==> config.mk <==
export PLATFORM = sky130hd
export DESIGN_NAME = cips_sequencer
export DESIGN_NICKNAME = d
export VERILOG_FILES = /design/src/cips_pkg.sv /design/src/cips_ram_if.sv /design/src/cips_fs_counter.sv /design/src/cips_coeff_ram.sv /design/src/cips_sequencer.sv
export SDC_FILE = /design/constraint.sdc
export NUM_CORES = 2
export LEC_CHECK = 0
export BUFFER_PORTS_ARGS = -buffer_cell sky130_fd_sc_hd__buf_2
export CORE_AREA = 2 2 389 391
export DETAILED_ROUTE_END_ITERATION = 16
export DIE_AREA = 0 0 391 393
export GPL_ROUTABILITY_DRIVEN = 0
export MAX_ROUTING_LAYER = met4
export PLACE_DENSITY = 0.8
export REMOVE_ABC_BUFFERS = 1
export SLEW_MARGIN = 20
export SYNTH_ARGS = -nofsm -noshare
export SYNTH_HDL_FRONTEND = slang
export SYNTH_SLANG_ARGS = --single-unit
==> constraint.sdc <==
create_clock -name clk_sys_in -period 4.15 [get_ports clk_sys_in]
set_input_delay 0.415 -clock clk_sys_in [delete_from_list [all_inputs] [get_ports clk_sys_in]]
set_output_delay 0.415 -clock clk_sys_in [all_outputs]
set_load 0.02 [all_outputs]
==> src/cips_pkg.sv <==
package cips_pkg;

  // Bus and array widths
  localparam int ADDR_W   = 8;
  localparam int DATA_W   = 8;
  localparam int CHAN_N   = 4;
  localparam int COEFF_AW = 6;

  // Register offsets
  localparam logic [7:0] CONFIG_OFS     = 8'h00;
  localparam logic [7:0] CTRL_ACK_OFS   = 8'h01;
  localparam logic [7:0] COEFF_EN_OFS   = 8'h02;
  localparam logic [7:0] COEFF_ADDR_OFS = 8'h03;
  localparam logic [7:0] COEFF_DATA_OFS = 8'h04;

  // Configuration fields: bit 7 software reset, bits 3:0 channel power-down
  localparam int         CONFIG_REG_SWRST_BIT = 7;
  localparam int         CONFIG_REG_PD_LSB    = 0;
  localparam logic [7:0] CONFIG_RST     = 8'h3F;

  // Control acknowledge fields
  localparam int ACK_INIT_BIT   = 0;
  localparam int ACK_PLL_BIT    = 1;
  localparam int ACK_REFUSE_BIT = 2;

  // Coefficient channel-enable fields: bits 3:0 select, bit 4 RAM power-down
  localparam int         COEN_SEL_LSB = 0;
  localparam int         COEN_PDR_BIT = 4;
  localparam logic [7:0] COEN_RST     = 8'h10;
  localparam logic [7:0] COEN_MASK    = 8'h1F;

  // Other reset values
  localparam logic [5:0] COEFF_ADDR_RST = 6'h00;
  localparam logic [1:0] INIT_CNT_RST   = 2'h0;
  localparam logic [2:0] PLL_CNT_RST    = 3'h0;

  // Timing in frame sync periods
  localparam logic [2:0] PLL_LOCK_FS = 3'h5;
  localparam logic [1:0] INIT_FS     = 2'h2;

  // Initialisation sequencer states
  typedef enum logic [1:0] {
    INIT_WAIT = 2'b00,
    INIT_RUN  = 2'b01,
    INIT_DONE = 2'b10
  } cips_init_e;

  // True when at least one channel is out of power-down
  function automatic logic cips_any_active(input logic [3:0] pd);
    cips_any_active = |(~pd);
  endfunction

endpackage

==> src/cips_ram_if.sv <==
`timescale 1ns/100ps
// Coefficient RAM access group between the sequencer and the RAM banks
interface cips_ram_if;
  logic       we;
  logic [3:0] sel;
  logic [5:0] addr;
  logic [7:0] wdata;
  logic [1:0] rchan;
  logic [7:0] rdata;

  modport ctrl (output we, output sel, output addr, output wdata, output rchan, input rdata);
  modport mem  (input we, input sel, input addr, input wdata, input rchan, output rdata);
endinterface

==> src/cips_fs_counter.sv <==
`timescale 1ns/100ps
module cips_fs_counter
  import cips_pkg::*;
(
  input  wire logic clk_sys_in,
  input  wire logic sys_rst_in,
  input  wire logic frame_sync_in,
  output logic      fs_tick_out,
  output logic      pll_locked_out
);

  logic       fs_prev_reg;
  logic       fs_tick_reg;
  logic [2:0] pll_cnt_reg;
  logic       pll_lock_reg;
  wire        fs_rise = frame_sync_in & ~fs_prev_reg;

  ////////////////////////////////////////////////////////////////////////////
  // Frame sync edge detect; one-cycle tick per frame period
  always_ff @(posedge clk_sys_in) begin
    if (sys_rst_in) begin
      fs_prev_reg <= 1'b0;
      fs_tick_reg <= 1'b0;
    end else begin
      fs_prev_reg <= frame_sync_in;
      fs_tick_reg <= fs_rise;
    end
  end

  ////////////////////////////////////////////////////////////////////////////
  // PLL lock indication after a fixed number of frames since power-on
  always_ff @(posedge clk_sys_in) begin
    if (sys_rst_in) begin
      pll_cnt_reg  <= PLL_CNT_RST;
      pll_lock_reg <= 1'b0;
    end else if (fs_tick_reg && !pll_lock_reg) begin
      pll_cnt_reg  <= pll_cnt_reg + 3'h1;
      pll_lock_reg <= (pll_cnt_reg + 3'h1) == PLL_LOCK_FS;
    end
  end

  assign fs_tick_out    = fs_tick_reg;
  assign pll_locked_out = pll_lock_reg;

endmodule // cips_fs_counter

==> src/cips_coeff_ram.sv <==
`timescale 1ns/100ps
module cips_coeff_ram
  import cips_pkg::*;
(
  input  wire logic clk_sys_in,
  cips_ram_if.mem   ram
);

  // One bank per channel
  logic [DATA_W-1:0] mem_bank [0:CHAN_N-1][0:(1<<COEFF_AW)-1];

  ////////////////////////////////////////////////////////////////////////////
  // Broadcast write to every selected bank
  always_ff @(posedge clk_sys_in) begin
    for (int c = 0; c < CHAN_N; c++) begin
      if (ram.we && ram.sel[c]) begin
        mem_bank[c][ram.addr] <= ram.wdata;
      end
    end
  end

  // Asynchronous read; the bus slave registers it
  assign ram.rdata = mem_bank[ram.rchan][ram.addr];

endmodule // cips_coeff_ram

==> src/cips_sequencer.sv <==
`timescale 1ns/100ps
// Functional notes
// - Any reset restarts the initialisation program
// - Initialisation advances only with a channel active
// - Done after two frames; then RAM opens with a target selected and the array powered
// - Control acknowledge reads 03 after init and PLL lock, with no refusal pending
// - RAM usable active, or powered down with RAM_POWERDOWN_BIT clear
module cips_sequencer
  import cips_pkg::*;
(
  input  wire logic              clk_sys_in,
  input  wire logic              sys_rst_in,
  input  wire logic              hw_reset_pin_n_in,
  input  wire logic              frame_sync_in,
  input  wire logic [ADDR_W-1:0] reg_addr_in,
  input  wire logic [DATA_W-1:0] reg_wdata_in,
  input  wire logic              reg_wr_in,
  input  wire logic              reg_rd_in,
  output logic      [DATA_W-1:0] reg_rdata_out,
  output logic                   init_done_out,
  output logic      [CHAN_N-1:0] channel_active_out,
  output logic                   coeff_ram_ready_out
);

  ////////////////////////////////////////////////////////////////////////////
  // Declarations
  logic [DATA_W-1:0]   config_reg;
  logic [DATA_W-1:0]   coeff_channel_enable_reg;
  logic [COEFF_AW-1:0] coeff_addr_reg;
  logic [COEFF_AW-1:0] coeff_addr_next;
  logic [DATA_W-1:0]   rdata_reg;
  logic [DATA_W-1:0]   rdata_next;
  logic                refuse_reg;
  logic                init_done_reg;
  logic [1:0]          init_cnt_reg;
  logic [1:0]          init_cnt_next;
  cips_init_e          init_state_reg;
  cips_init_e          init_state_next;
  logic                fs_tick;
  logic                pll_locked;

  cips_ram_if ram_bus ();

  // Lowest-numbered selected channel answers coefficient reads
  function automatic logic [1:0] cips_first_sel(input logic [3:0] sel);
    cips_first_sel = 2'h0;
    for (int c = CHAN_N - 1; c >= 0; c--) begin
      if (sel[c]) begin
        cips_first_sel = 2'(c);
      end
    end
  endfunction

  ////////////////////////////////////////////////////////////////////////////
  // Submodules
  cips_fs_counter u_fs (
    .clk_sys_in     (clk_sys_in),
    .sys_rst_in     (sys_rst_in),
    .frame_sync_in  (frame_sync_in),
    .fs_tick_out    (fs_tick),
    .pll_locked_out (pll_locked)
  );

  cips_coeff_ram u_ram (
    .clk_sys_in (clk_sys_in),
    .ram        (ram_bus.mem)
  );

  ////////////////////////////////////////////////////////////////////////////
  // Reset sources and channel state decode
  wire       dev_rst    = sys_rst_in | ~hw_reset_pin_n_in;
  wire       sw_rst     = config_reg[CONFIG_REG_SWRST_BIT];
  wire [3:0] chan_pd    = config_reg[CONFIG_REG_PD_LSB +: CHAN_N];
  wire       any_active = cips_any_active(chan_pd);
  wire [3:0] coeff_sel  = coeff_channel_enable_reg[COEN_SEL_LSB +: CHAN_N];
  wire       ram_pdr    = coeff_channel_enable_reg[COEN_PDR_BIT];

  // RAM opens only after init, with a target and a powered array
  wire ram_powered = any_active | ~ram_pdr;
  wire ram_ok      = init_done_reg & (|coeff_sel) & ram_powered;

  // Register bus decode
  wire hit_config = reg_addr_in == CONFIG_OFS;
  wire hit_ack    = reg_addr_in == CTRL_ACK_OFS;
  wire hit_coen   = reg_addr_in == COEFF_EN_OFS;
  wire hit_caddr  = reg_addr_in == COEFF_ADDR_OFS;
  wire hit_cdata  = reg_addr_in == COEFF_DATA_OFS;
  wire wr_config  = reg_wr_in & hit_config;
  wire wr_coen    = reg_wr_in & hit_coen;
  wire wr_caddr   = reg_wr_in & hit_caddr;
  wire wr_cdata   = reg_wr_in & hit_cdata;
  wire rd_ack     = reg_rd_in & hit_ack;
  wire rd_cdata   = reg_rd_in & hit_cdata;
  wire data_acc   = wr_cdata | rd_cdata;
  wire data_ok    = data_acc & ram_ok;
  wire data_bad   = data_acc & ~ram_ok;

  // Control acknowledge image
  wire [7:0] ack_value = {5'h00, refuse_reg, pll_locked, init_done_reg};

  // Read data selection; unmapped offsets read zero
  wire [7:0] rd_cdata_val = ram_ok ? ram_bus.rdata : 8'h00;
  assign rdata_next = !reg_rd_in ? 8'h00 :
                      hit_config ? config_reg :
                      hit_ack    ? ack_value :
                      hit_coen   ? coeff_channel_enable_reg :
                      hit_caddr  ? {2'h0, coeff_addr_reg} :
                      hit_cdata  ? rd_cdata_val : 8'h00;

  // Address steps after each accepted data access
  assign coeff_addr_next = wr_caddr ? reg_wdata_in[COEFF_AW-1:0] :
                           data_ok  ? coeff_addr_reg + 6'h01 : coeff_addr_reg;

  // RAM port drive
  assign ram_bus.we    = wr_cdata & ram_ok;
  assign ram_bus.sel   = coeff_sel;
  assign ram_bus.addr  = coeff_addr_reg;
  assign ram_bus.wdata = reg_wdata_in;
  assign ram_bus.rchan = cips_first_sel(coeff_sel);

  ////////////////////////////////////////////////////////////////////////////
  // Initialisation sequencer next state
  always_comb begin
    init_state_next = init_state_reg;
    init_cnt_next   = init_cnt_reg;
    case (init_state_reg)
      INIT_WAIT: begin
        init_cnt_next = INIT_CNT_RST;
        if (!sw_rst && any_active) begin
          init_state_next = INIT_RUN;
        end
      end
      INIT_RUN: begin
        if (sw_rst) begin
          init_state_next = INIT_WAIT;
        end else if (fs_tick && any_active) begin
          init_cnt_next = init_cnt_reg + 2'h1;
          if ((init_cnt_reg + 2'h1) == INIT_FS) begin
            init_state_next = INIT_DONE;
          end
        end
      end
      INIT_DONE: begin
        if (sw_rst) begin
          init_state_next = INIT_WAIT;
        end
      end
      default: begin
        init_state_next = INIT_WAIT;
      end
    endcase
  end

  ////////////////////////////////////////////////////////////////////////////
  // Sequencer state and done flag
  always_ff @(posedge clk_sys_in) begin
    if (dev_rst) begin
      init_state_reg <= INIT_WAIT;
      init_cnt_reg   <= INIT_CNT_RST;
      init_done_reg  <= 1'b0;
    end else begin
      init_state_reg <= init_state_next;
      init_cnt_reg   <= init_cnt_next;
      init_done_reg  <= init_state_next == INIT_DONE;
    end
  end

  ////////////////////////////////////////////////////////////////////////////
  // Software registers
  always_ff @(posedge clk_sys_in) begin
    if (dev_rst) begin
      config_reg               <= CONFIG_RST;
      coeff_channel_enable_reg <= COEN_RST;
      coeff_addr_reg           <= COEFF_ADDR_RST;
    end else begin
      if (wr_config) begin
        config_reg <= reg_wdata_in;
      end
      if (wr_coen) begin
        coeff_channel_enable_reg <= reg_wdata_in & COEN_MASK;
      end
      coeff_addr_reg <= coeff_addr_next;
    end
  end

  ////////////////////////////////////////////////////////////////////////////
  // Refused access flag: new refusal wins over the read that clears it
  always_ff @(posedge clk_sys_in) begin
    if (dev_rst) begin
      refuse_reg <= 1'b0;
    end else if (data_bad) begin
      refuse_reg <= 1'b1;
    end else if (rd_ack) begin
      refuse_reg <= 1'b0;
    end
  end

  ////////////////////////////////////////////////////////////////////////////
  // Read data stands only in the cycle after the strobe
  always_ff @(posedge clk_sys_in) begin
    if (dev_rst) begin
      rdata_reg <= 8'h00;
    end else begin
      rdata_reg <= rdata_next;
    end
  end

  ////////////////////////////////////////////////////////////////////////////
  // Outputs
  assign reg_rdata_out       = rdata_reg;
  assign init_done_out       = init_done_reg;
  assign channel_active_out  = ~chan_pd;
  assign coeff_ram_ready_out = ram_ok;

endmodule // cips_sequencer

=== Word level (Yosys, flattened, before mapping) ===
Memory sizes are Yosys's and may differ from the RTL's.
Index checks and enable logic that the tools add are counted.

* Equal/unequal tests: 11
* Reduce and logical (&&, ||, !) cells: 19
* Muxes and demuxes: 36
* Order comparisons: 2
* Bitwise logic cells: 22
* Add/sub/neg operators: 3

{| class="wikitable"
|+ Operator list
! operator !! count
|-
| $mux W512 || 4
|-
| $mux W8 || 9
|-
| $bmux W8 S6 || 1
|-
| $demux W8 S6 || 1
|-
| $mux W2 || 11
|-
| $eq A8 B2 Y1 const B || 2
|-
| $and A1 B1 Y1 || 12
|-
| $mux W6 || 2
|-
| $eq A8 B1 Y1 const B || 1
|-
| $eq A8 B3 Y1 const B || 1
|-
| $logic_and A1 B1 Y1 || 8
|-
| $logic_not A8 Y1 || 1
|-
| $reduce_or A4 Y1 || 2
|-
| $ge A7 B7 Y1 const B || 1
|-
| $lt A7 B1 Y1 const B || 1
|-
| $not A6 Y7 || 1
|-
| $add A6 B1 Y6 const B || 1
|-
| $eq A2 B2 Y1 const B || 3
|-
| $mux W1 || 6
|-
| $pmux W2 S3 || 1
|-
| $reduce_bool A2 Y1 || 3
|-
| $not A1 Y1 || 5
|-
| $ne A2 B2 Y1 const B || 2
|-
| $not A4 Y4 || 1
|-
| 10 further kinds || 13
|}

* Flip-flop bits (word level): 39
* Output and inout port bits: 14
* Memory bits (writable): 2048
* Logic and storage cells: 106
* Memories kept: 1
* Input port bits: 22

{| class="wikitable"
|+ Memories
! memory !! words !! bits a word !! read ports !! clocked after Yosys merged registers in !! write ports !! line !! RTL
|-
| u_ram.mem_bank || 4 || 512 || 1 || 0 || 4 || cips_coeff_ram.sv:10 || <nowiki>logic [DATA_W-1:0] mem_bank [0:CHAN_N-1][0:(1<<COEFF_AW)-1];</nowiki>
|}

=== Logic depth before layout (Yosys ltp) ===
An unclocked memory read counts as a cell.

* Word-level depth: 14
* Mapped depth: 15
* Gate-level depth less buffers: 8

=== Hierarchy ===
Synthesis repeated with hierarchy kept, for this count alone.

* Cell total of the unflattened synthesis: 4670
* Area total of the unflattened synthesis: 81082.8 µm²

{| class="wikitable"
|+ Modules (own cells, without submodules)
! module !! instances !! seq. area each (µm²) !! area each (µm²) !! cells each
|-
| cips_coeff_ram || 1 || 61499.0 || 79169.7 || 4446
|-
| cips_sequencer || 1 || 660.6 || 1669.1 || 201
|-
| cips_fs_counter || 1 || 120.1 || 244.0 || 23
|}

=== Worst setup path before layout ===
No wires, ideal clock.

* Path kind: flip-flop to flip-flop
* From: reg coeff_channel_enable_reg[2]
* To: mem u_ram.mem_bank[0][440] in the netlist's numbering, enable pin
* Library setup time: 0.370 ns
* Arrival time: 2.606 ns
* Required time: 3.780 ns
* Clock period less this slack: 2.976 ns
* Cell stages (with the launch flop): 12
* Buffers on the path: 5
* Setup slack: 1.174 ns
* Cells stage by stage: dfxtp_1 -> or2_1 -> buf_4 -> clkbuf_1 -> clkbuf_1 -> o21ai_0 -> a211oi_1 -> and2_1 -> clkbuf_1 -> nand2_1 -> clkbuf_1 -> nor2_1

{| class="wikitable"
|+ RTL lines
! element !! line !! RTL
|-
| from (decl) || cips_sequencer.sv:28 || <nowiki>logic [DATA_W-1:0] coeff_channel_enable_reg;</nowiki>
|-
| from (signal assigned) || cips_sequencer.sv:180 || <nowiki>coeff_channel_enable_reg <= reg_wdata_in & COEN_MASK;</nowiki>
|-
| to (decl) || cips_coeff_ram.sv:10 ||
|}

=== Worst setup path in the final report ===
* From: reg coeff_channel_enable_reg[0]
* To: reg rdata_reg[2], in the netlist reg_rdata_out[2]

* Word-level cells in the longest chain between the ends: 11
* Elaborated cells between the ends (all ways): 14
* Those cells by class: mux: 10; bitwise: 2; reduce/logical: 1; memory: 1

{| class="wikitable"
|+ RTL lines
! element !! line !! RTL
|-
| $mux W2 || cips_sequencer.sv:48 || <nowiki>if (sel[c]) begin</nowiki>
|-
| $mem_v2 Z4 W512 || n/a ||
|-
| $bmux W8 S6 || cips_coeff_ram.sv:23 || <nowiki>assign ram.rdata = mem_bank[ram.rchan][ram.addr];</nowiki>
|-
| $mux W8 (implied by the code) (2 in series) || cips_coeff_ram.sv:23 ||
|-
| $mux W8 (*) || cips_sequencer.sv:102 || <nowiki>wire [7:0] rd_cdata_val = ram_ok ? ram_bus.rdata : 8'h00;</nowiki>
|-
| $mux W8 (*) || cips_sequencer.sv:108 || <nowiki>hit_cdata ? rd_cdata_val : 8'h00;</nowiki>
|-
| $mux W8 (*) || cips_sequencer.sv:107 || <nowiki>hit_caddr ? {2'h0, coeff_addr_reg} :</nowiki>
|-
| $mux W8 (*) || cips_sequencer.sv:106 || <nowiki>hit_coen ? coeff_channel_enable_reg :</nowiki>
|-
| $mux W8 (*) || cips_sequencer.sv:105 || <nowiki>hit_ack ? ack_value :</nowiki>
|-
| $mux W8 (*) || cips_sequencer.sv:104 || <nowiki>hit_config ? config_reg :</nowiki>
|-
| to (signal assigned) || cips_sequencer.sv:204 || <nowiki>rdata_reg <= rdata_next;</nowiki>
|-
| to (decl) || cips_sequencer.sv:31 || <nowiki>logic [DATA_W-1:0] rdata_reg;</nowiki>
|}

Every way passes the cells marked *; elsewhere a longest branch is shown, timed or not. The select of a mux whose other input is x is not followed.
A chain may end at the register's enable or synchronous reset.

==> results.cfg <==
[sta]
slew_headroom = 0.115
fin_crit_sh = 1.01
tightestPinTransition_ns = 1.33
rsz0062_at_grt = false
setup_ws_ns = -0.0452
max_freq_mhz = 238
hold_viol_final = 0
fin_tns_setup_ns = -0.0452
drv_slew = 0
finalCriticalPeriod_ns = 4.20
finClkSkew_ns = 0.0563
setup_viol = 1

[layout]
layout_common_cells = 2,048 x edfxtp_1, 1,291 x nand2_1, 509 x nand3_1, 463 x buf_4, 314 x nor2_1
largest_reg_flops = 2048
final_common_cell = edfxtp_1
utilization = 0.629
nets = 6093
drive_gt1_frac = 0.151
design_area_sq_um = 93800
areaGrowthSynthToFinish_pct = 14.9

[die]
die-area_sq_um = 154000
rows = 142
coreArea_sq_um = 149000
die_h_um = 393
die_w_um = 391
io_pins = 36
initial_core_util = 0.547

[placement]
pre_cts_slack_ns = 0.0972
dp_hpwl_mm = 158
io_buffers = 35
dpl-instance-area_sq_um = 87600

[synth]
synth-edff-count = 2048
synth_cell_types = 71
ys_ff_latch = 2087
synthCells = 5669
synth-seq-area-share = 0.762
synthArstFlopShare = 0
yosysWarningCount = 0
synth_area_sq_um = 81700
yosys_most_used_dff = edfxtp_1
syn_area_per_cell_sq_um = 14.4

[clock_network]
cts_max_level = 4
path_clk_slew_ns = 0.07
cts_resized = 0
root_buffer = clkbuf_16
cts_setup_buffers = 0
clk_path_buf_depth = 3
clock_latency_ns = 0.87
cts_made_buffers = 191
cts.sinks = 2087
cts_tree = built

[routing]
wl_per_cell_um = 31.3
wl_mm = 256
via_per_inst = 6.87
vias = 56200
drtPass1Iterations = 14
drt_first_iter_violations = 11800
drc = 0
ant_nets = 0

[global_route]
grt.overflow.total = 0
grt_pass1_wl_mm = 367
grtUsageTotal = 0.341
grt_start_max_net_pins = 133
antenna_found_initial = 21
grt_pass1_vias = 53900

[setup_path]
worstSetupEndpointType = flip-flop
critical_path_class = flip-flop to flip-flop
startpoint_type = flip-flop
critPathSlowestCell = a2111oi_0
cpPeakStageDelay_ns = 1.00
cp.arrival_ns = 5.01
critPathMaxFanout = 30
worstPathRequired_ns = 4.96
worstPathCellList = nor2_4, buf_4, and3_1, a2111oi_0, a2111oi_0, buf_4, nand4_1, a21o_1, a222oi_1, a32o_1

[power_and_ir_drop]
p_per_area_nw_per_um2 = 438
total_power_mw = 41.1
irDropWorstVdd_uv = 430
cellLeakagePower_nw = 31.0

[min_path]
hold_class = primary input to flip-flop

[job]
maxCapViolCount = 0

[status]
status = complete, but fails checks
violations = setup timing
[logic make-up (layout without fill, tap and decap cells)]
logic type | after synthesis | count (layout) | synth area share
flip-flops | 2087 | 2087 | 0.762
AND/OR/NAND/NOR | 2464 | 2464 | 0.131
other | 0 | 29 | 0
multiplexers | 294 | 294 | 0.0434
adder cells (fa/ha/maj) | 4 | 4 | 0.000613
buffers and inverters | 369 | 919 | 0.0206
AO/OA/AOI/OAI | 446 | 446 | 0.0411
XOR/XNOR | 5 | 5 | 0.000536
[cell usage after synthesis (all sizes together), types with 40 or more instances]
cell / number / area [sq um]
nor2: 333 / 1260
mux4: 47 / 1060
a31oi: 63 / 394
nand3: 510 / 2550
a211oi: 52 / 390
buf: 186 / 1000
a22oi: 87 / 653
mux2i: 239 / 2390
a2111oi: 40 / 357
nand2: 1296 / 4860
clkbuf: 167 / 627
edfxtp: 2048 / 61500
a32oi: 47 / 412
nand4: 150 / 938
o22ai: 50 / 313
and3: 83 / 519
[metrics by stage]
step / cells / hold WS [ns]
4_1_cts: 8163 / 0.0150
3_5_place_dp: 7816 / 0.379
6_report: 8192 / 0.0448
3_3_place_gp: 7816 / 0.381
5_1_grt: 8188 / 0.0665
2_1_floorplan: 5316 / 0.367
[cell type report]
type,count,area [sq um]
inverter,16,60.1
antenna,29,72.6
sequential,2087,62300
tap,1944,2430
timing repair buffer,558,4900
clock inverter,105,1060
fill,9837,55400
clock buffer,240,5110
multi-input combinational,3213,17900
[layer usage]
| layer | vias to the layer above | global-route usage | wire length [um] |
|---|---|---|---|
| met5 | - | - | 0 |
| li1 | 22200 | - | - |
| met4 | 0 | 0.198 | 17900 |
| met1 | 26800 | 0.416 | 81600 |
| met3 | 1217 | 0.123 | 44400 |
| met2 | 5976 | 0.491 | 113000 |
[critical path, delay by kind of cell, from the launching register on]
kind,cells,cell delay [ns]
simple gates,3,0.87
buf+inv,2,0.89
compound gates,5,1.99
flops,1,0.38
[final timing paths]
path	start	end	slack, ns	cells after the start
max	coeff_channel_enable_reg[0]	reg_rdata_out[2]	-0.05	10
min	reg_rd_in	refuse_reg	0.04	4
max reg2reg	coeff_channel_enable_reg[0]	reg_rdata_out[2]	-0.05	10
min reg2reg	u_fs.fs_prev_reg	u_fs.fs_tick_out	0.41	1
[report_power, final]
part           switching, mW  internal (mW)  leakage (nW)  total (mW)
Sequential           0.00215           23.1          18.7        23.1
Clock                   7.83           9.65          3.02        17.5
Combinational          0.420         0.0613          9.25       0.482
Total                   8.25           32.8          31.0        41.1
[repair_timing]
item,in CTS,in global routing
hold endpoints to repair,6,0
setup endpoints to repair,0,0
hold buffers,2,0
(Power assumes the default switching activity.)
